## src/design/odser_pkg.sv

```systemverilog
// Register map, field positions and types of the output data serializer
package odser_pkg;
    localparam logic [7:0] ODSER_ADDR_CTRL    = 8'hA9;
    localparam logic [7:0] ODSER_ADDR_TIMING  = 8'hAA;
    localparam logic [7:0] ODSER_ADDR_DATA    = 8'hAB;
    localparam logic [7:0] ODSER_ADDR_RATE_LO = 8'hAC;
    localparam logic [7:0] ODSER_ADDR_RATE_HI = 8'hAD;

    localparam logic [7:0] ODSER_CTRL_RESET   = 8'h00;
    localparam logic [7:0] ODSER_TIMING_RESET = 8'h00;
    localparam logic [7:0] ODSER_READ_ZERO    = 8'h00;

    localparam int ODSER_CTRL_EN        = 0;
    localparam int ODSER_CTRL_FORCE_AMP = 1;
    localparam int ODSER_CTRL_FORCE_DIV = 2;
    localparam int ODSER_CTRL_FORCE_OSC = 3;
    localparam int ODSER_CTRL_MOD_SEL   = 4;
    localparam int ODSER_CTRL_FORCE_DEV = 5;
    localparam int ODSER_CTRL_EOD_LSB   = 6;

    localparam int ODSER_TIM_CKDIV_LSB  = 0;
    localparam int ODSER_TIM_EDGE_LSB   = 3;
    localparam int ODSER_TIM_GROUP_LSB  = 5;

    localparam logic [1:0] ODSER_EOD_OFF    = 2'h0;
    localparam logic [1:0] ODSER_EOD_REPEAT = 2'h1;
    localparam logic [1:0] ODSER_EOD_ZEROS  = 2'h2;
    localparam logic [1:0] ODSER_EOD_ONES   = 2'h3;

    // An amplifier edge is this many edge-clock steps long
    localparam logic [3:0] ODSER_EDGE_STEPS = 4'h8;

    typedef enum logic [1:0] {
        ODSER_IDLE = 2'b00,
        ODSER_RUN  = 2'b01,
        ODSER_STOP = 2'b10
    } odser_state_t;
endpackage

```

## src/design/odser_buf.sv

```systemverilog
// Two-entry valid/ready buffer between shift stage and modulator
`timescale 1ns/10ps
module odser_buf #(
    parameter int W = 1
) (
    input  wire logic         clk_in,
    input  wire logic         resetn_in,
    input  wire logic         in_valid_in,
    output logic              in_ready_out,
    input  wire logic [W-1:0] in_data_in,
    output logic              out_valid_out,
    input  wire logic         out_ready_in,
    output logic [W-1:0]      out_data_out
);
    if (W < 1) begin : g_bad_width
        $error("odser_buf: W must be at least 1");
    end

    typedef struct packed {
        logic [W-1:0] e0;
        logic [W-1:0] e1;
        logic [1:0]   cnt;
    } odser_buf_st_t;

    odser_buf_st_t st_reg;
    odser_buf_st_t st_next;
    logic          push;
    logic          pop;

    assign in_ready_out  = (st_reg.cnt != 2'h2);
    assign out_valid_out = (st_reg.cnt != 2'h0);
    assign out_data_out  = st_reg.e0;
    assign push          = in_valid_in && in_ready_out;
    assign pop           = out_valid_out && out_ready_in;

    always_comb begin
        st_next = st_reg;
        if (pop) begin
            st_next.e0 = st_reg.e1;
        end
        if (push) begin
            if ((st_reg.cnt == 2'h0) || ((st_reg.cnt == 2'h1) && pop)) begin
                st_next.e0 = in_data_in;
            end else begin
                st_next.e1 = in_data_in;
            end
        end
        st_next.cnt = st_reg.cnt + {1'b0, push} - {1'b0, pop};
    end

    always_ff @(posedge clk_in) begin
        if (!resetn_in) begin
            st_reg <= '0;
        end else begin
            st_reg <= st_next;
        end
    end
endmodule // odser_buf

```

## src/design/odser_div.sv

```systemverilog
// Enable-pulse divider: one tick every limit+1 input enables
`timescale 1ns/10ps
module odser_div #(
    parameter int W = 3
) (
    input  wire logic         clk_in,
    input  wire logic         resetn_in,
    input  wire logic         en_in,
    input  wire logic [W-1:0] limit_in,
    output logic              tick_out
);
    if (W < 1) begin : g_bad_width
        $error("odser_div: W must be at least 1");
    end

    typedef struct packed {
        logic [W-1:0] cnt;
        logic         tick;
    } odser_div_st_t;

    odser_div_st_t st_reg;
    odser_div_st_t st_next;

    always_comb begin
        st_next      = st_reg;
        st_next.tick = 1'b0;
        if (en_in) begin
            // >= so that a lowered limit never strands the counter
            if (st_reg.cnt >= limit_in) begin
                st_next.cnt  = '0;
                st_next.tick = 1'b1;
            end else begin
                st_next.cnt = st_reg.cnt + 1'b1;
            end
        end
    end

    always_ff @(posedge clk_in) begin
        if (!resetn_in) begin
            st_reg <= '0;
        end else begin
            st_reg <= st_next;
        end
    end

    assign tick_out = st_reg.tick;
endmodule // odser_div

```

## src/design/odser_top.sv

```systemverilog
// Output data serializer: registers, shift stage, modulation, power
`timescale 1ns/10ps
module odser_top
    import odser_pkg::*;
#(
    parameter int DEV_W   = 7,
    parameter int SLICE_W = 5
) (
    input  wire logic               CLK_IN,
    input  wire logic               RESETN_IN,
    input  wire logic [7:0]         SFR_ADDR_IN,
    input  wire logic [7:0]         SFR_WDATA_IN,
    input  wire logic               SFR_WR_IN,
    input  wire logic               SFR_RD_IN,
    input  wire logic [SLICE_W-1:0] AMP_SLICE_COUNT_IN,
    input  wire logic [DEV_W-1:0]   FSK_DEVIATION_IN,
    output logic [7:0]              SFR_RDATA_OUT,
    output logic                    HOLD_EMPTY_OUT,
    output logic                    AMP_ON_OUT,
    output logic [SLICE_W-1:0]      AMP_SLICE_OUT,
    output logic                    DIVIDER_ON_OUT,
    output logic                    LC_OSCILLATOR_ON_OUT,
    output logic [DEV_W-1:0]        FREQ_DEV_OUT
);
    if ((DEV_W < 1) || (SLICE_W < 1)) begin : g_bad_width
        $error("odser_top: DEV_W and SLICE_W must be at least 1");
    end

    typedef struct packed {
        logic [7:0]         ctrl;
        logic [7:0]         timing;
        logic [7:0]         hold;
        logic [7:0]         rate_lo;
        logic [6:0]         rate_hi;
        logic               empty;
        logic               notify;
        logic               hold_full;
        logic [7:0]         shift;
        logic [3:0]         left;
        logic [7:0]         last;
        logic [2:0]         last_size;
        odser_state_t       state;
        logic               sym;
        logic [3:0]         ramp;
        logic [7:0]         rdata;
        logic               amp_on;
        logic               div_on;
        logic               osc_on;
        logic [DEV_W-1:0]   dev;
        logic [SLICE_W-1:0] slice;
    } odser_st_t;

    odser_st_t st;
    odser_st_t nx;

    // Slice count scaled by ramp step out of the full edge length
    function automatic logic [SLICE_W-1:0] ramp_scale(
        input logic [SLICE_W-1:0] full,
        input logic [3:0]         step
    );
        logic [SLICE_W+3:0] prod;
        prod = {4'h0, full} * {{SLICE_W{1'b0}}, step};
        return prod[SLICE_W+2:3];
    endfunction

    logic        en;
    logic        force_amp;
    logic        force_div;
    logic        force_osc;
    logic        mod_sel;
    logic        force_dev;
    logic [1:0]  eod;
    logic [2:0]  group;
    logic [1:0]  edge_sel;
    logic [2:0]  ckdiv;
    logic [14:0] rate;
    logic [14:0] sym_limit;
    logic        wr_data;
    logic        load;
    logic        ods_tick;
    logic        edge_tick;
    logic        sym_tick;
    logic        push_valid;
    logic        push_data;
    logic        buf_in_ready;
    logic        buf_out_valid;
    logic        buf_out_data;
    logic        buf_pop;
    logic        amp_tgt;

    assign en        = st.ctrl[ODSER_CTRL_EN];
    assign force_amp = st.ctrl[ODSER_CTRL_FORCE_AMP];
    assign force_div = st.ctrl[ODSER_CTRL_FORCE_DIV];
    assign force_osc = st.ctrl[ODSER_CTRL_FORCE_OSC];
    assign mod_sel   = st.ctrl[ODSER_CTRL_MOD_SEL];
    assign force_dev = st.ctrl[ODSER_CTRL_FORCE_DEV];
    assign eod       = st.ctrl[ODSER_CTRL_EOD_LSB +: 2];
    assign group     = st.timing[ODSER_TIM_GROUP_LSB +: 3];
    assign edge_sel  = st.timing[ODSER_TIM_EDGE_LSB +: 2];
    assign ckdiv     = st.timing[ODSER_TIM_CKDIV_LSB +: 3];
    assign rate      = {st.rate_hi, st.rate_lo};
    // A zero rate cannot be divided by; it runs at the serializer clock
    assign sym_limit = (rate == 15'h0000) ? 15'h0000 : rate - 15'h0001;

    assign wr_data = SFR_WR_IN && (SFR_ADDR_IN == ODSER_ADDR_DATA);
    // A write in flight blocks the load so the new byte is never lost
    assign load    = en && (st.left == 4'h0) && st.hold_full && !wr_data;

    // Serializer clock enable: system clock over div+1
    odser_div #(
        .W (3)
    ) u_ck_div (
        .clk_in    (CLK_IN),
        .resetn_in (RESETN_IN),
        .en_in     (1'b1),
        .limit_in  (ckdiv),
        .tick_out  (ods_tick)
    );

    // Edge step every edge+1 serializer clocks, eight steps an edge
    odser_div #(
        .W (2)
    ) u_edge_div (
        .clk_in    (CLK_IN),
        .resetn_in (RESETN_IN),
        .en_in     (ods_tick),
        .limit_in  (edge_sel),
        .tick_out  (edge_tick)
    );

    // Symbol tick every rate serializer clocks
    odser_div #(
        .W (15)
    ) u_sym_div (
        .clk_in    (CLK_IN),
        .resetn_in (RESETN_IN),
        .en_in     (ods_tick),
        .limit_in  (sym_limit),
        .tick_out  (sym_tick)
    );

    // Symbols wait here so a late symbol tick loses none
    assign push_valid = en && ((st.left != 4'h0) ||
                        ((st.state == ODSER_RUN) && !st.hold_full &&
                         ((eod == ODSER_EOD_ZEROS) ||
                          (eod == ODSER_EOD_ONES))));
    assign push_data  = (st.left != 4'h0) ? st.shift[0]
                                          : (eod == ODSER_EOD_ONES);
    // Disabling drains the buffer so no stale symbol leads the next frame
    assign buf_pop    = !en || (sym_tick && (st.state == ODSER_RUN));

    odser_buf #(
        .W (1)
    ) u_sym_buf (
        .clk_in        (CLK_IN),
        .resetn_in     (RESETN_IN),
        .in_valid_in   (push_valid),
        .in_ready_out  (buf_in_ready),
        .in_data_in    (push_data),
        .out_valid_out (buf_out_valid),
        .out_ready_in  (buf_pop),
        .out_data_out  (buf_out_data)
    );

    assign amp_tgt = (st.state == ODSER_RUN) && (mod_sel || st.sym);

    always_comb begin
        nx        = st;
        nx.notify = 1'b0;

        if (SFR_WR_IN) begin
            case (SFR_ADDR_IN)
                ODSER_ADDR_CTRL: begin
                    nx.ctrl = SFR_WDATA_IN;
                end
                ODSER_ADDR_TIMING: begin
                    nx.timing = SFR_WDATA_IN;
                end
                ODSER_ADDR_DATA: begin
                    nx.hold   = SFR_WDATA_IN;
                    nx.empty  = 1'b0;
                    nx.notify = 1'b1;
                end
                ODSER_ADDR_RATE_LO: begin
                    nx.rate_lo = SFR_WDATA_IN;
                end
                ODSER_ADDR_RATE_HI: begin
                    nx.rate_hi = SFR_WDATA_IN[6:0];
                end
                default: begin
                end
            endcase
        end

        // The notify pulse comes once the byte is stable in hold
        if (st.notify) begin
            nx.hold_full = 1'b1;
        end

        if (SFR_RD_IN) begin
            case (SFR_ADDR_IN)
                ODSER_ADDR_CTRL:    nx.rdata = st.ctrl;
                ODSER_ADDR_TIMING:  nx.rdata = st.timing;
                ODSER_ADDR_DATA:    nx.rdata = st.hold;
                ODSER_ADDR_RATE_LO: nx.rdata = st.rate_lo;
                ODSER_ADDR_RATE_HI: nx.rdata = {1'b0, st.rate_hi};
                default:            nx.rdata = ODSER_READ_ZERO;
            endcase
        end

        // Shift stage
        if (!en) begin
            nx.left = 4'h0;
        end else if (st.left != 4'h0) begin
            if (buf_in_ready) begin
                nx.shift = {1'b0, st.shift[7:1]};
                nx.left  = st.left - 4'h1;
            end
        end else if (load) begin
            nx.shift     = st.hold;
            nx.left      = {1'b0, group} + 4'h1;
            nx.last      = st.hold;
            nx.last_size = group;
            nx.hold_full = 1'b0;
            nx.empty     = 1'b1;
        end else if ((st.state == ODSER_RUN) &&
                     (eod == ODSER_EOD_REPEAT)) begin
            nx.shift = st.last;
            nx.left  = {1'b0, st.last_size} + 4'h1;
        end

        case (st.state)
            ODSER_IDLE: begin
                nx.sym = 1'b0;
                if (en && (st.hold_full || buf_out_valid)) begin
                    nx.state = ODSER_RUN;
                end
            end
            ODSER_RUN: begin
                if (!en) begin
                    nx.state = ODSER_STOP;
                end else if (sym_tick) begin
                    if (buf_out_valid) begin
                        nx.sym = buf_out_data;
                    end else if ((eod == ODSER_EOD_OFF) &&
                                 (st.left == 4'h0) && !st.hold_full) begin
                        nx.state = ODSER_STOP;
                    end
                end
            end
            ODSER_STOP: begin
                nx.sym = 1'b0;
                if (st.ramp == 4'h0) begin
                    nx.state = ODSER_IDLE;
                end
            end
            default: begin
                nx.state = ODSER_IDLE;
            end
        endcase

        // Amplifier edge shaping, one slice step per edge tick
        if (edge_tick) begin
            if (amp_tgt && (st.ramp < ODSER_EDGE_STEPS)) begin
                nx.ramp = st.ramp + 4'h1;
            end else if (!amp_tgt && (st.ramp != 4'h0)) begin
                nx.ramp = st.ramp - 4'h1;
            end
        end

        nx.amp_on = force_amp || (nx.ramp != 4'h0);
        nx.slice  = force_amp ? AMP_SLICE_COUNT_IN
                              : ramp_scale(AMP_SLICE_COUNT_IN, nx.ramp);
        nx.div_on = force_div || (nx.state != ODSER_IDLE);
        nx.osc_on = force_osc || (nx.state != ODSER_IDLE);

        if (force_dev) begin
            nx.dev = FSK_DEVIATION_IN;
        end else if (mod_sel && (nx.state == ODSER_RUN) && nx.sym) begin
            nx.dev = FSK_DEVIATION_IN;
        end else begin
            nx.dev = '0;
        end
    end

    always_ff @(posedge CLK_IN) begin
        if (!RESETN_IN) begin
            st        <= '0;
            st.ctrl   <= ODSER_CTRL_RESET;
            st.timing <= ODSER_TIMING_RESET;
            st.empty  <= 1'b1;
        end else begin
            st <= nx;
        end
    end

    assign SFR_RDATA_OUT        = st.rdata;
    assign HOLD_EMPTY_OUT       = st.empty;
    assign AMP_ON_OUT           = st.amp_on;
    assign AMP_SLICE_OUT        = st.slice;
    assign DIVIDER_ON_OUT       = st.div_on;
    assign LC_OSCILLATOR_ON_OUT = st.osc_on;
    assign FREQ_DEV_OUT         = st.dev;
endmodule // odser_top
```

## config.mk

```make
export PLATFORM = sky130hd
export DESIGN_NAME = odser_top
export DESIGN_NICKNAME = d
export VERILOG_FILES = /design/src/design/odser_pkg.sv /design/src/design/odser_buf.sv /design/src/design/odser_div.sv /design/src/design/odser_top.sv
export SDC_FILE = /design/constraint.sdc
export NUM_CORES = 1
export LEC_CHECK = 0
export BUFFER_PORTS_ARGS = -buffer_cell sky130_fd_sc_hd__buf_2
export CORE_ASPECT_RATIO = 0.8
export CORE_MARGIN = 2
export CORE_UTILIZATION = 40
export CTS_BUF_LIST = sky130_fd_sc_hd__clkbuf_2 sky130_fd_sc_hd__clkbuf_4 sky130_fd_sc_hd__clkbuf_8
export CTS_CLUSTER_DIAMETER = 80
export DETAILED_ROUTE_END_ITERATION = 6
export PLACE_DENSITY = 0.68
export REMOVE_ABC_BUFFERS = 1
export SKIP_CTS_REPAIR_TIMING = 1
export SLEW_MARGIN = 15
export SYNTH_ARGS = -nofsm -noshare
export SYNTH_HDL_FRONTEND = slang
export SYNTH_SLANG_ARGS = --single-unit
```

## constraint.sdc

```tcl
create_clock -name CLK_IN -period 9.77 [get_ports CLK_IN]
set_input_delay 0.977 -clock CLK_IN [delete_from_list [all_inputs] [get_ports CLK_IN]]
set_output_delay 0.977 -clock CLK_IN [all_outputs]
set_load 0.02 [all_outputs]
```

======== Word-level counts from Yosys, hierarchy flattened ========
Index checks and enable logic that the tools add are counted.
Widths: inputs -> output; s select.
word-level totals
  RAM bits ................................ 0
  memories ................................ 0
  output and inout bits ................... 24
  input bits .............................. 32
  word-level logic and storage cells ...... 163
  latch bits .............................. 0
  bits in read-only memories .............. 0
  flip-flop bits (word level) ............. 122
cells by class
  magnitude comparators ................... 4
  muxes and demuxes ....................... 41
  add/sub/neg operators ................... 11
  multipliers ............................. 1
  shifts and indexed selects .............. 0
  bitwise logic cells ..................... 3
  reduce and logical (&&, ||, !) cells .... 59
  divide/modulo/power cells ............... 0
  equality and inequality tests ........... 14
operators by type and width
  kind                   number
  $mux 12                4
  $eq 8x8->1 const B     5
  $pmux 8 s5             1
  $mux 15                2
  $logic_and 1x1->1      20
  $reduce_and 2->1       10
  $mux 2                 9
  $add 15x1->15 const B  1
  $ge 15x15->1           1
  $logic_not 15->1       1
  $mux 1                 15
  $sub 15x1->15 const B  1
  $mux 7                 2
  $mux 4                 3
  $reduce_bool 4->1      3
  $logic_or 1x1->1       9
  $mux 9                 1
  $add 3x1->4 const B    2
  $eq 2x1->1 const B     4
  $logic_not 4->1        2
  $mul 5x4->8            1
  $sub 4x1->4 const B    2
  $eq 2x2->1 const B     3
  $logic_not 2->1        3
  20 further kinds       28

======== Depth between registers and ports, before layout ========
Gate-level depths: netlist of run 1.
  depth in word-level cells ............... 13
  depth in mapped cells ................... 19
  depth with buffers taken out ............ 19

======== By module ========
From an unflattened synthesis of run 1, not the netlist that was laid out.
unflattened totals
  cells, all modules ...................... 835
  area total of the unflattened synthesis .. 6879.1 µm²
modules (own cells, without submodules)
  module                  cells an instance  instances  sequential area each (µm²)  area each (µm²)
  odser_top               626                1          1901.8                      5091.1
  odser_div (u_sym_div)   132                1          320.3                       1099.8
  odser_div (u_ck_div)    27                 1          80.1                        262.8
  odser_buf               29                 1          80.1                        249.0
  odser_div (u_edge_div)  21                 1          60.1                        176.4

======== Worst setup path before layout of run 1 ========
OpenSTA, ideal clock, no wires.
  path type ............................... register -> register
  start point ............................. register st[29] (netlist name)
  end point ............................... register st (netlist bit AMP_SLICE_OUT[4])
  data arrival time ....................... 4.107 ns
  buffers on the path ..................... 0
  data required time ...................... 9.638 ns
  path slack .............................. 5.531 ns
  clock period less this slack ............ 4.239 ns
  cell stages (with the launch flop) ...... 19
  library setup time ...................... 0.132 ns
  cells stage by stage .................... dfxtp_1 -> nand2b_1 -> nor2_1 -> nor2_1 -> a22o_1 -> a222oi_1 -> nor2b_1 -> fa_1 -> inv_1 -> fa_1 -> inv_1 -> ha_1 -> a21o_1 -> a21o_1 -> a21oi_1 -> nor2_1 -> a22o_1 -> nor3_1 -> a21oi_1
on the way
  word-level cells in the longest chain between the ends .. 9
  elaborated cells between the ends (all ways) .. 10
  those cells by class .................... mul: 1; eq/ne: 1; mux: 4; reduce/logical: 4
RTL lines
  item                    line              source
  start, declared         odser_top.sv:53   odser_st_t st;
  start signal, assigned  odser_top.sv:293  st <= nx;
  $eq 2x1->1 (*)          odser_top.sv:165  assign amp_tgt = (st.state == ODSER_RUN) && (mod_sel || st.sym);
  $logic_and 1x1->1 (*)   odser_top.sv:165
  $logic_not 1->1         odser_top.sv:266  end else if (!amp_tgt && (st.ramp != 4'h0)) begin
  $logic_and 1x1->1       odser_top.sv:266
  $mux 4                  odser_top.sv:266
  $mux 4 (*)              odser_top.sv:264  if (amp_tgt && (st.ramp < ODSER_EDGE_STEPS)) begin
  $mux 4 (*)              odser_top.sv:263  if (edge_tick) begin
  $mul 5x4->8 (*)         odser_top.sv:62   prod = {4'h0, full} * {{SLICE_W{1'b0}}, step};
  $mux 5 (*)              odser_top.sv:272  nx.slice = force_amp ? AMP_SLICE_COUNT_IN
Mark *: on every way between the ends. The rest lies on a longest branch, timed or not.
A chain may end at the register's enable or synchronous reset.

======== Final worst setup path of run 1 ========
  start point ............................. register st[28] (netlist name)
  end point ............................... register st (netlist bit AMP_SLICE_OUT[4])
The elaborated chain is that of the path after synthesis.

==> results of run 1 <==
## metal layers
layer,up-vias,part of all wire (%),track usage [%]
li1,2824,-,-
met1,2592,52,28.0
met2,145,42,27.1
met3,12,5.3,4.18
met4,0,0.83,4.11
met5,-,0,0
## area by class of cell
| class | instances | area, sq um |
|---|---|---|
| fill | 1661 | 9040 |
| multi-input combinational | 583 | 3810 |
| sequential | 122 | 2440 |
| timing repair buffer | 63 | 335 |
| tap | 220 | 275 |
| clock buffer | 20 | 269 |
| clock inverter | 12 | 139 |
| inverter | 35 | 131 |
## through the flow
stage / area, sq um / utilization, % / worst slack [ps] / std cells / power, mW
2_1_floorplan: 6380 / - / 5430 / 740 / 0.568
3_3_place_gp: 7000 / 42.5 / 5160 / 1023 / 0.602
3_5_place_dp: 7000 / 42.5 / 4990 / 1023 / 0.603
4_1_cts: 7410 / 45.0 / 4980 / 1055 / 1.06
5_1_grt: 7410 / 45.0 / 4540 / 1055 / 1.10
6_report: 7410 / 45.0 / 5020 / 1055 / 1.05
## power by group through the flow
stage	sequential [mW]	combinational, mW	clock, mW
after detailed placement	0.522	0.0803	0
after global placement	0.522	0.0796	0
final	0.511	0.0807	0.463
after CTS	0.511	0.0808	0.473
after floorplan	0.524	0.0445	0
after global routing	0.512	0.0909	0.496
## logic make-up (layout without fill, tap and decap cells)
group,Yosys count,in the layout,share of synthesized area (%)
flops,122,122,36.6
simple gates,296,296,21.7
xor+xnor,32,32,4.20
compound gates,167,167,15.6
mux,43,43,6.49
fa+ha+maj,45,45,9.12
buf+inv,87,130,6.21
## cell usage after synthesis (all sizes together) (10+ instances only)
| master | n | area, sq um |
|---|---|---|
| a211oi | 18 | 135 |
| clkbuf | 24 | 90.1 |
| mux2i | 41 | 410 |
| xnor2 | 14 | 123 |
| o21ai | 31 | 155 |
| nor3 | 12 | 81.3 |
| buf | 28 | 193 |
| a21oi | 62 | 310 |
| nor2 | 92 | 345 |
| dfxtp | 122 | 2440 |
| inv | 35 | 131 |
| nand3 | 39 | 195 |
| nand2b | 10 | 62.6 |
| nand2 | 82 | 318 |
| ha | 39 | 488 |
| xor2 | 18 | 158 |
| nor2b | 12 | 75.1 |
| a21o | 11 | 82.6 |
| a31oi | 11 | 68.8 |
## final timing paths
kind,start,endpoint,cells after the start
max reg2reg,st[28],AMP_SLICE_OUT[4],18
min reg2reg,u_ck_div.st_reg[1],u_ck_div.st_reg[1],1
min,u_ck_div.st_reg[1],u_ck_div.st_reg[1],1
max,st[28],AMP_SLICE_OUT[4],18
## cells in the final DEF (no fill, tap or decap), drive strengths merged, types with 6 or more instances in the layout
cell	n
mux2i	41
nor2	92
ha	39
nand2b	10
inv	38
nor3	12
a21o	11
dfxtp	122
fa	6
and3	6
a31oi	11
and2	9
buf	63
a21oi	62
nor2b	12
nand3	39
clkbuf	20
a211oi	18
xor2	18
o21ai	31
nand4	9
xnor2	14
nand2	82
a22oi	7
==> metrics.txt, run 1 <==
Die Y-Extent 119 um; max-cap violations 0; Setup TNS Final 0 ps; Synth Instances 792; Vias 5573; largest net degree at the start of global routing 68; post-route ant nets 0; Buffers & Inverters on Critical Path 2; Cell Area, Synth 6670 sq um; htree depth 4; clock share of power 43.9%; reg-to-reg slack, setup 5020 ps; syn avg cell area 8.42 sq um; Worst path top cell family by delay compound AO/OA/AOI/OAI gates; n_diodes 0; Worst VDD drop 0.0993 mV; max incr delay on CP 690 ps; number of synthesized flops with an enable pin 0; WS Path Type flop to flop; sequential share of power 48.5%; initial antenna violation count 0; final hold vios 0; Core Region 16400 sq um; final wirelength 15.8 mm; FF+latch count, synth 122; CP most frequent cell nor2_1; CTS Root Cell clkbuf_8; Tmin final 4750 ps; CP Capture Type flop; register area share after synthesis 36.6%; RSZ-0062 raised after global routing false; routability cong. 0.847; drt pass-1 iters 7; # port buffers 55; Least-Margin Pin Slew 1100 ps; synth unique cells 63; DRC 0; CP max FO 7; Main synth FF type dfxtp_1; DR iter-0 viols 395; post-layout net count 899; HPWL after DPL 11.2 mm; Final Cycle Share 48.6%; Layout Area Growth over Synthesis 11.1%; Slew headroom 26.5%; CTS max path bufs 2; # clock sinks 122; worst clock skew 12.9 ps; Power Internal 778 uW; Fmax 211 MHz; Crit-path slowest cell a222oi_1; outcome finished clean; max FFs per register 40; synth warn 0; first-pass GRT wire length 26.3 mm; NetSw 277 uW; vias in the first global route 5145; CP Data Required Time 10090 ps; Min Hold Slack 454 ps; Leak Pwr 2.93 nW; Synth async-reset ratio 0%; num ports 56; GR Overflow Total 0; Power Density 142 nW/um^2; clock latency on the worst-skew pair 440 ps; total track usage 18.6%; drt wl/cell 14.9 um; TritonCTS clock tree yes; Site Rows 42; clock transition at the registers of the reported paths 70 ps; layout cells sized above 1 13.4%; TritonCTS Buffers 17; starting density of the core 40.5%; worst path cell trace nand2b_1 > nor2_1 > nor2_1 > a22o_1 > a222oi_1 > nor2b_1 > fa_1 > inv_1 > fa_1 > inv_1 > ha_1 > a21o_1 > a21o_1 > a21oi_1 > nor2_1 > a22o_1 > nor3_1 > a21oi_1; vias per inst 5.28; Worst Path Arrival 5060 ps; switching share of power 26.2%; Worst Setup Start Kind flop; Slew Viols, Final 0; Hold Path Class flop to flop; Setup-failing EPs final 0; Comb pwr share 7.7%; die footprint 17700 sq um; Die W 148 um
(Power assumes the default switching activity.)
==> run 2: changes to the inputs <==
PLACE_DENSITY = 0.7   (was 0.68)
clock period = 4.1 ns   (was 9.77 ns; I/O delays follow)
==> metrics.txt, run 2 (synthesis results as in run 1) <==
outcome finished clean; HPWL after DPL 11.5 mm; vias in the first global route 5169; final hold vios 0; Tot Pwr 2.54 mW; num ports 56; initial antenna violation count 0; TritonCTS Buffers 17; drt pass-1 iters 5; Slew Viols, Final 0; max FFs per register 40; Worst Setup Start Kind flop; clock transition at the registers of the reported paths 70 ps; # clock sinks 122; TritonCTS clock tree yes; Die W 148 um; post-route ant nets 0; cell count after placement 1052; routability cong. 0.849; Fmax 248 MHz; CTS max path bufs 2; most common cell after layout, fill and taps aside dfxtp_1; CP max FO 6; DRC 0; R2R depth 17; CP Capture Type flop; min-delay src FSK_DEVIATION_IN[0]; worst clock skew 14.7 ps; most frequent cells in the layout dfxtp_1 (117), nor2_1 (90), nand2_1 (78), a21oi_1 (60), buf_2 (55); final wirelength 16.4 mm; # port buffers 55; n_diodes 0; Layout Area Growth over Synthesis 17.7%; GR Overflow Total 0; dpl ws -195 ps; drt wl/cell 15.0 um; Reg-to-Reg End AMP_SLICE_OUT[4]; die footprint 17700 sq um; total track usage 18.5%; WS Path Type flop to flop; Leak Pwr 3.15 nW; Core Region 16400 sq um; htree depth 4; Slew headroom 44.9%; starting density of the core 40.5%; FF-to-FF Start st[23]; Least-Margin Pin Slew 822 ps; Non-Filler Instances 1090; clock latency on the worst-skew pair 440 ps; largest net degree at the start of global routing 50; Worst Path Arrival 4320 ps; Setup-failing EPs final 0; worst hold stages 2; Worst VDD drop 0.262 mV; Die Y-Extent 119 um; fin worst setup slack 73.6 ps; first-pass GRT wire length 26.2 mm; Site Rows 42; CTS Root Cell clkbuf_8; vias per inst 5.23; post-layout net count 935; Hold Path Sink FREQ_DEV_OUT[0]; DR iter-0 viols 431; Vias 5699; Power Density 324 nW/um^2; Tmin final 4030 ps; max-cap violations 0; Final Cycle Share 98.2%; reg-to-reg slack, setup 70 ps; CP Data Required Time 4390 ps; Hold Path Class primary input to flop; layout cells sized above 1 20.3%
[run 2: cell types whose count changed in the layout (fill, tap and decap cells not counted), sizes merged]
cell,delta
buf,+36
bufinv,+1
clkbuf,+4
clkinv,-1
clkinvlp,-3
inv,-2
[run 2: metrics by stage]
step / TNS [ps] / util (%) / hold WS [ps] / area [sq um]
2_1_floorplan: -237 / - / 417 / 6380
3_3_place_gp: -34.4 / 43.9 / 442 / 7220
3_5_place_dp: -216 / 43.9 / 439 / 7220
4_1_cts: -253 / 46.4 / 159 / 7620
5_1_grt: -47.4 / 47.7 / 171 / 7850
6_report: 0 / 47.7 / 187 / 7850
[run 2: area by class of cell]
cell class                 instances  area (sq um)
clock buffer                      24           293
clock inverter                     7           116
sequential                       122          2460
timing repair buffer              99           609
multi-input combinational        583          3970
fill                            1577          8600
tap                              220           275
inverter                          35           131
[run 2: how the worst max path moves through the flow]
stage / cells past startpoint / endpoint / slack [ps] / start
detailed placement: 19 / AMP_SLICE_OUT[4] / -200 / st[23]
finish: 17 / AMP_SLICE_OUT[4] / 70 / st[23]
floorplan: 16 / AMP_SLICE_OUT[4] / -240 / st[23]
global placement: 16 / AMP_SLICE_OUT[4] / -30 / st[23]
CTS: 19 / AMP_SLICE_OUT[4] / -220 / st[23]
global route: 19 / AMP_SLICE_OUT[4] / -50 / st[28]
[run 2: per-layer routing]
layer | GRT usage, % | vias up | routed length, um
li1 | - | 2894 | -
met1 | 27.5 | 2637 | 8210
met2 | 26.9 | 150 | 7090
met3 | 4.14 | 18 | 894
met4 | 5.00 | 0 | 163
met5 | 0 | - | 0
[run 2: critical path: stages (launching register included)]
cell and delay, ps:
dfxtp_4 380, ha_2 180, mux2_2 340, a222oi_1 340, buf_4 180, buf_4 110, nand2b_4 120, fa_2 430
fa_1 510, inv_1 50, ha_1 190, a21o_1 200, a21o_1 170, a21oi_2 180, nor2_1 60, a22o_1 220
nor3_2 150, a21oi_1 80
[run 2: power breakdown]
part | switching, mW | internal, mW
sequential | 0.0188 | 1.20
combinational | 0.127 | 0.0759
clock | 0.466 | 0.654
total | 0.611 | 1.93
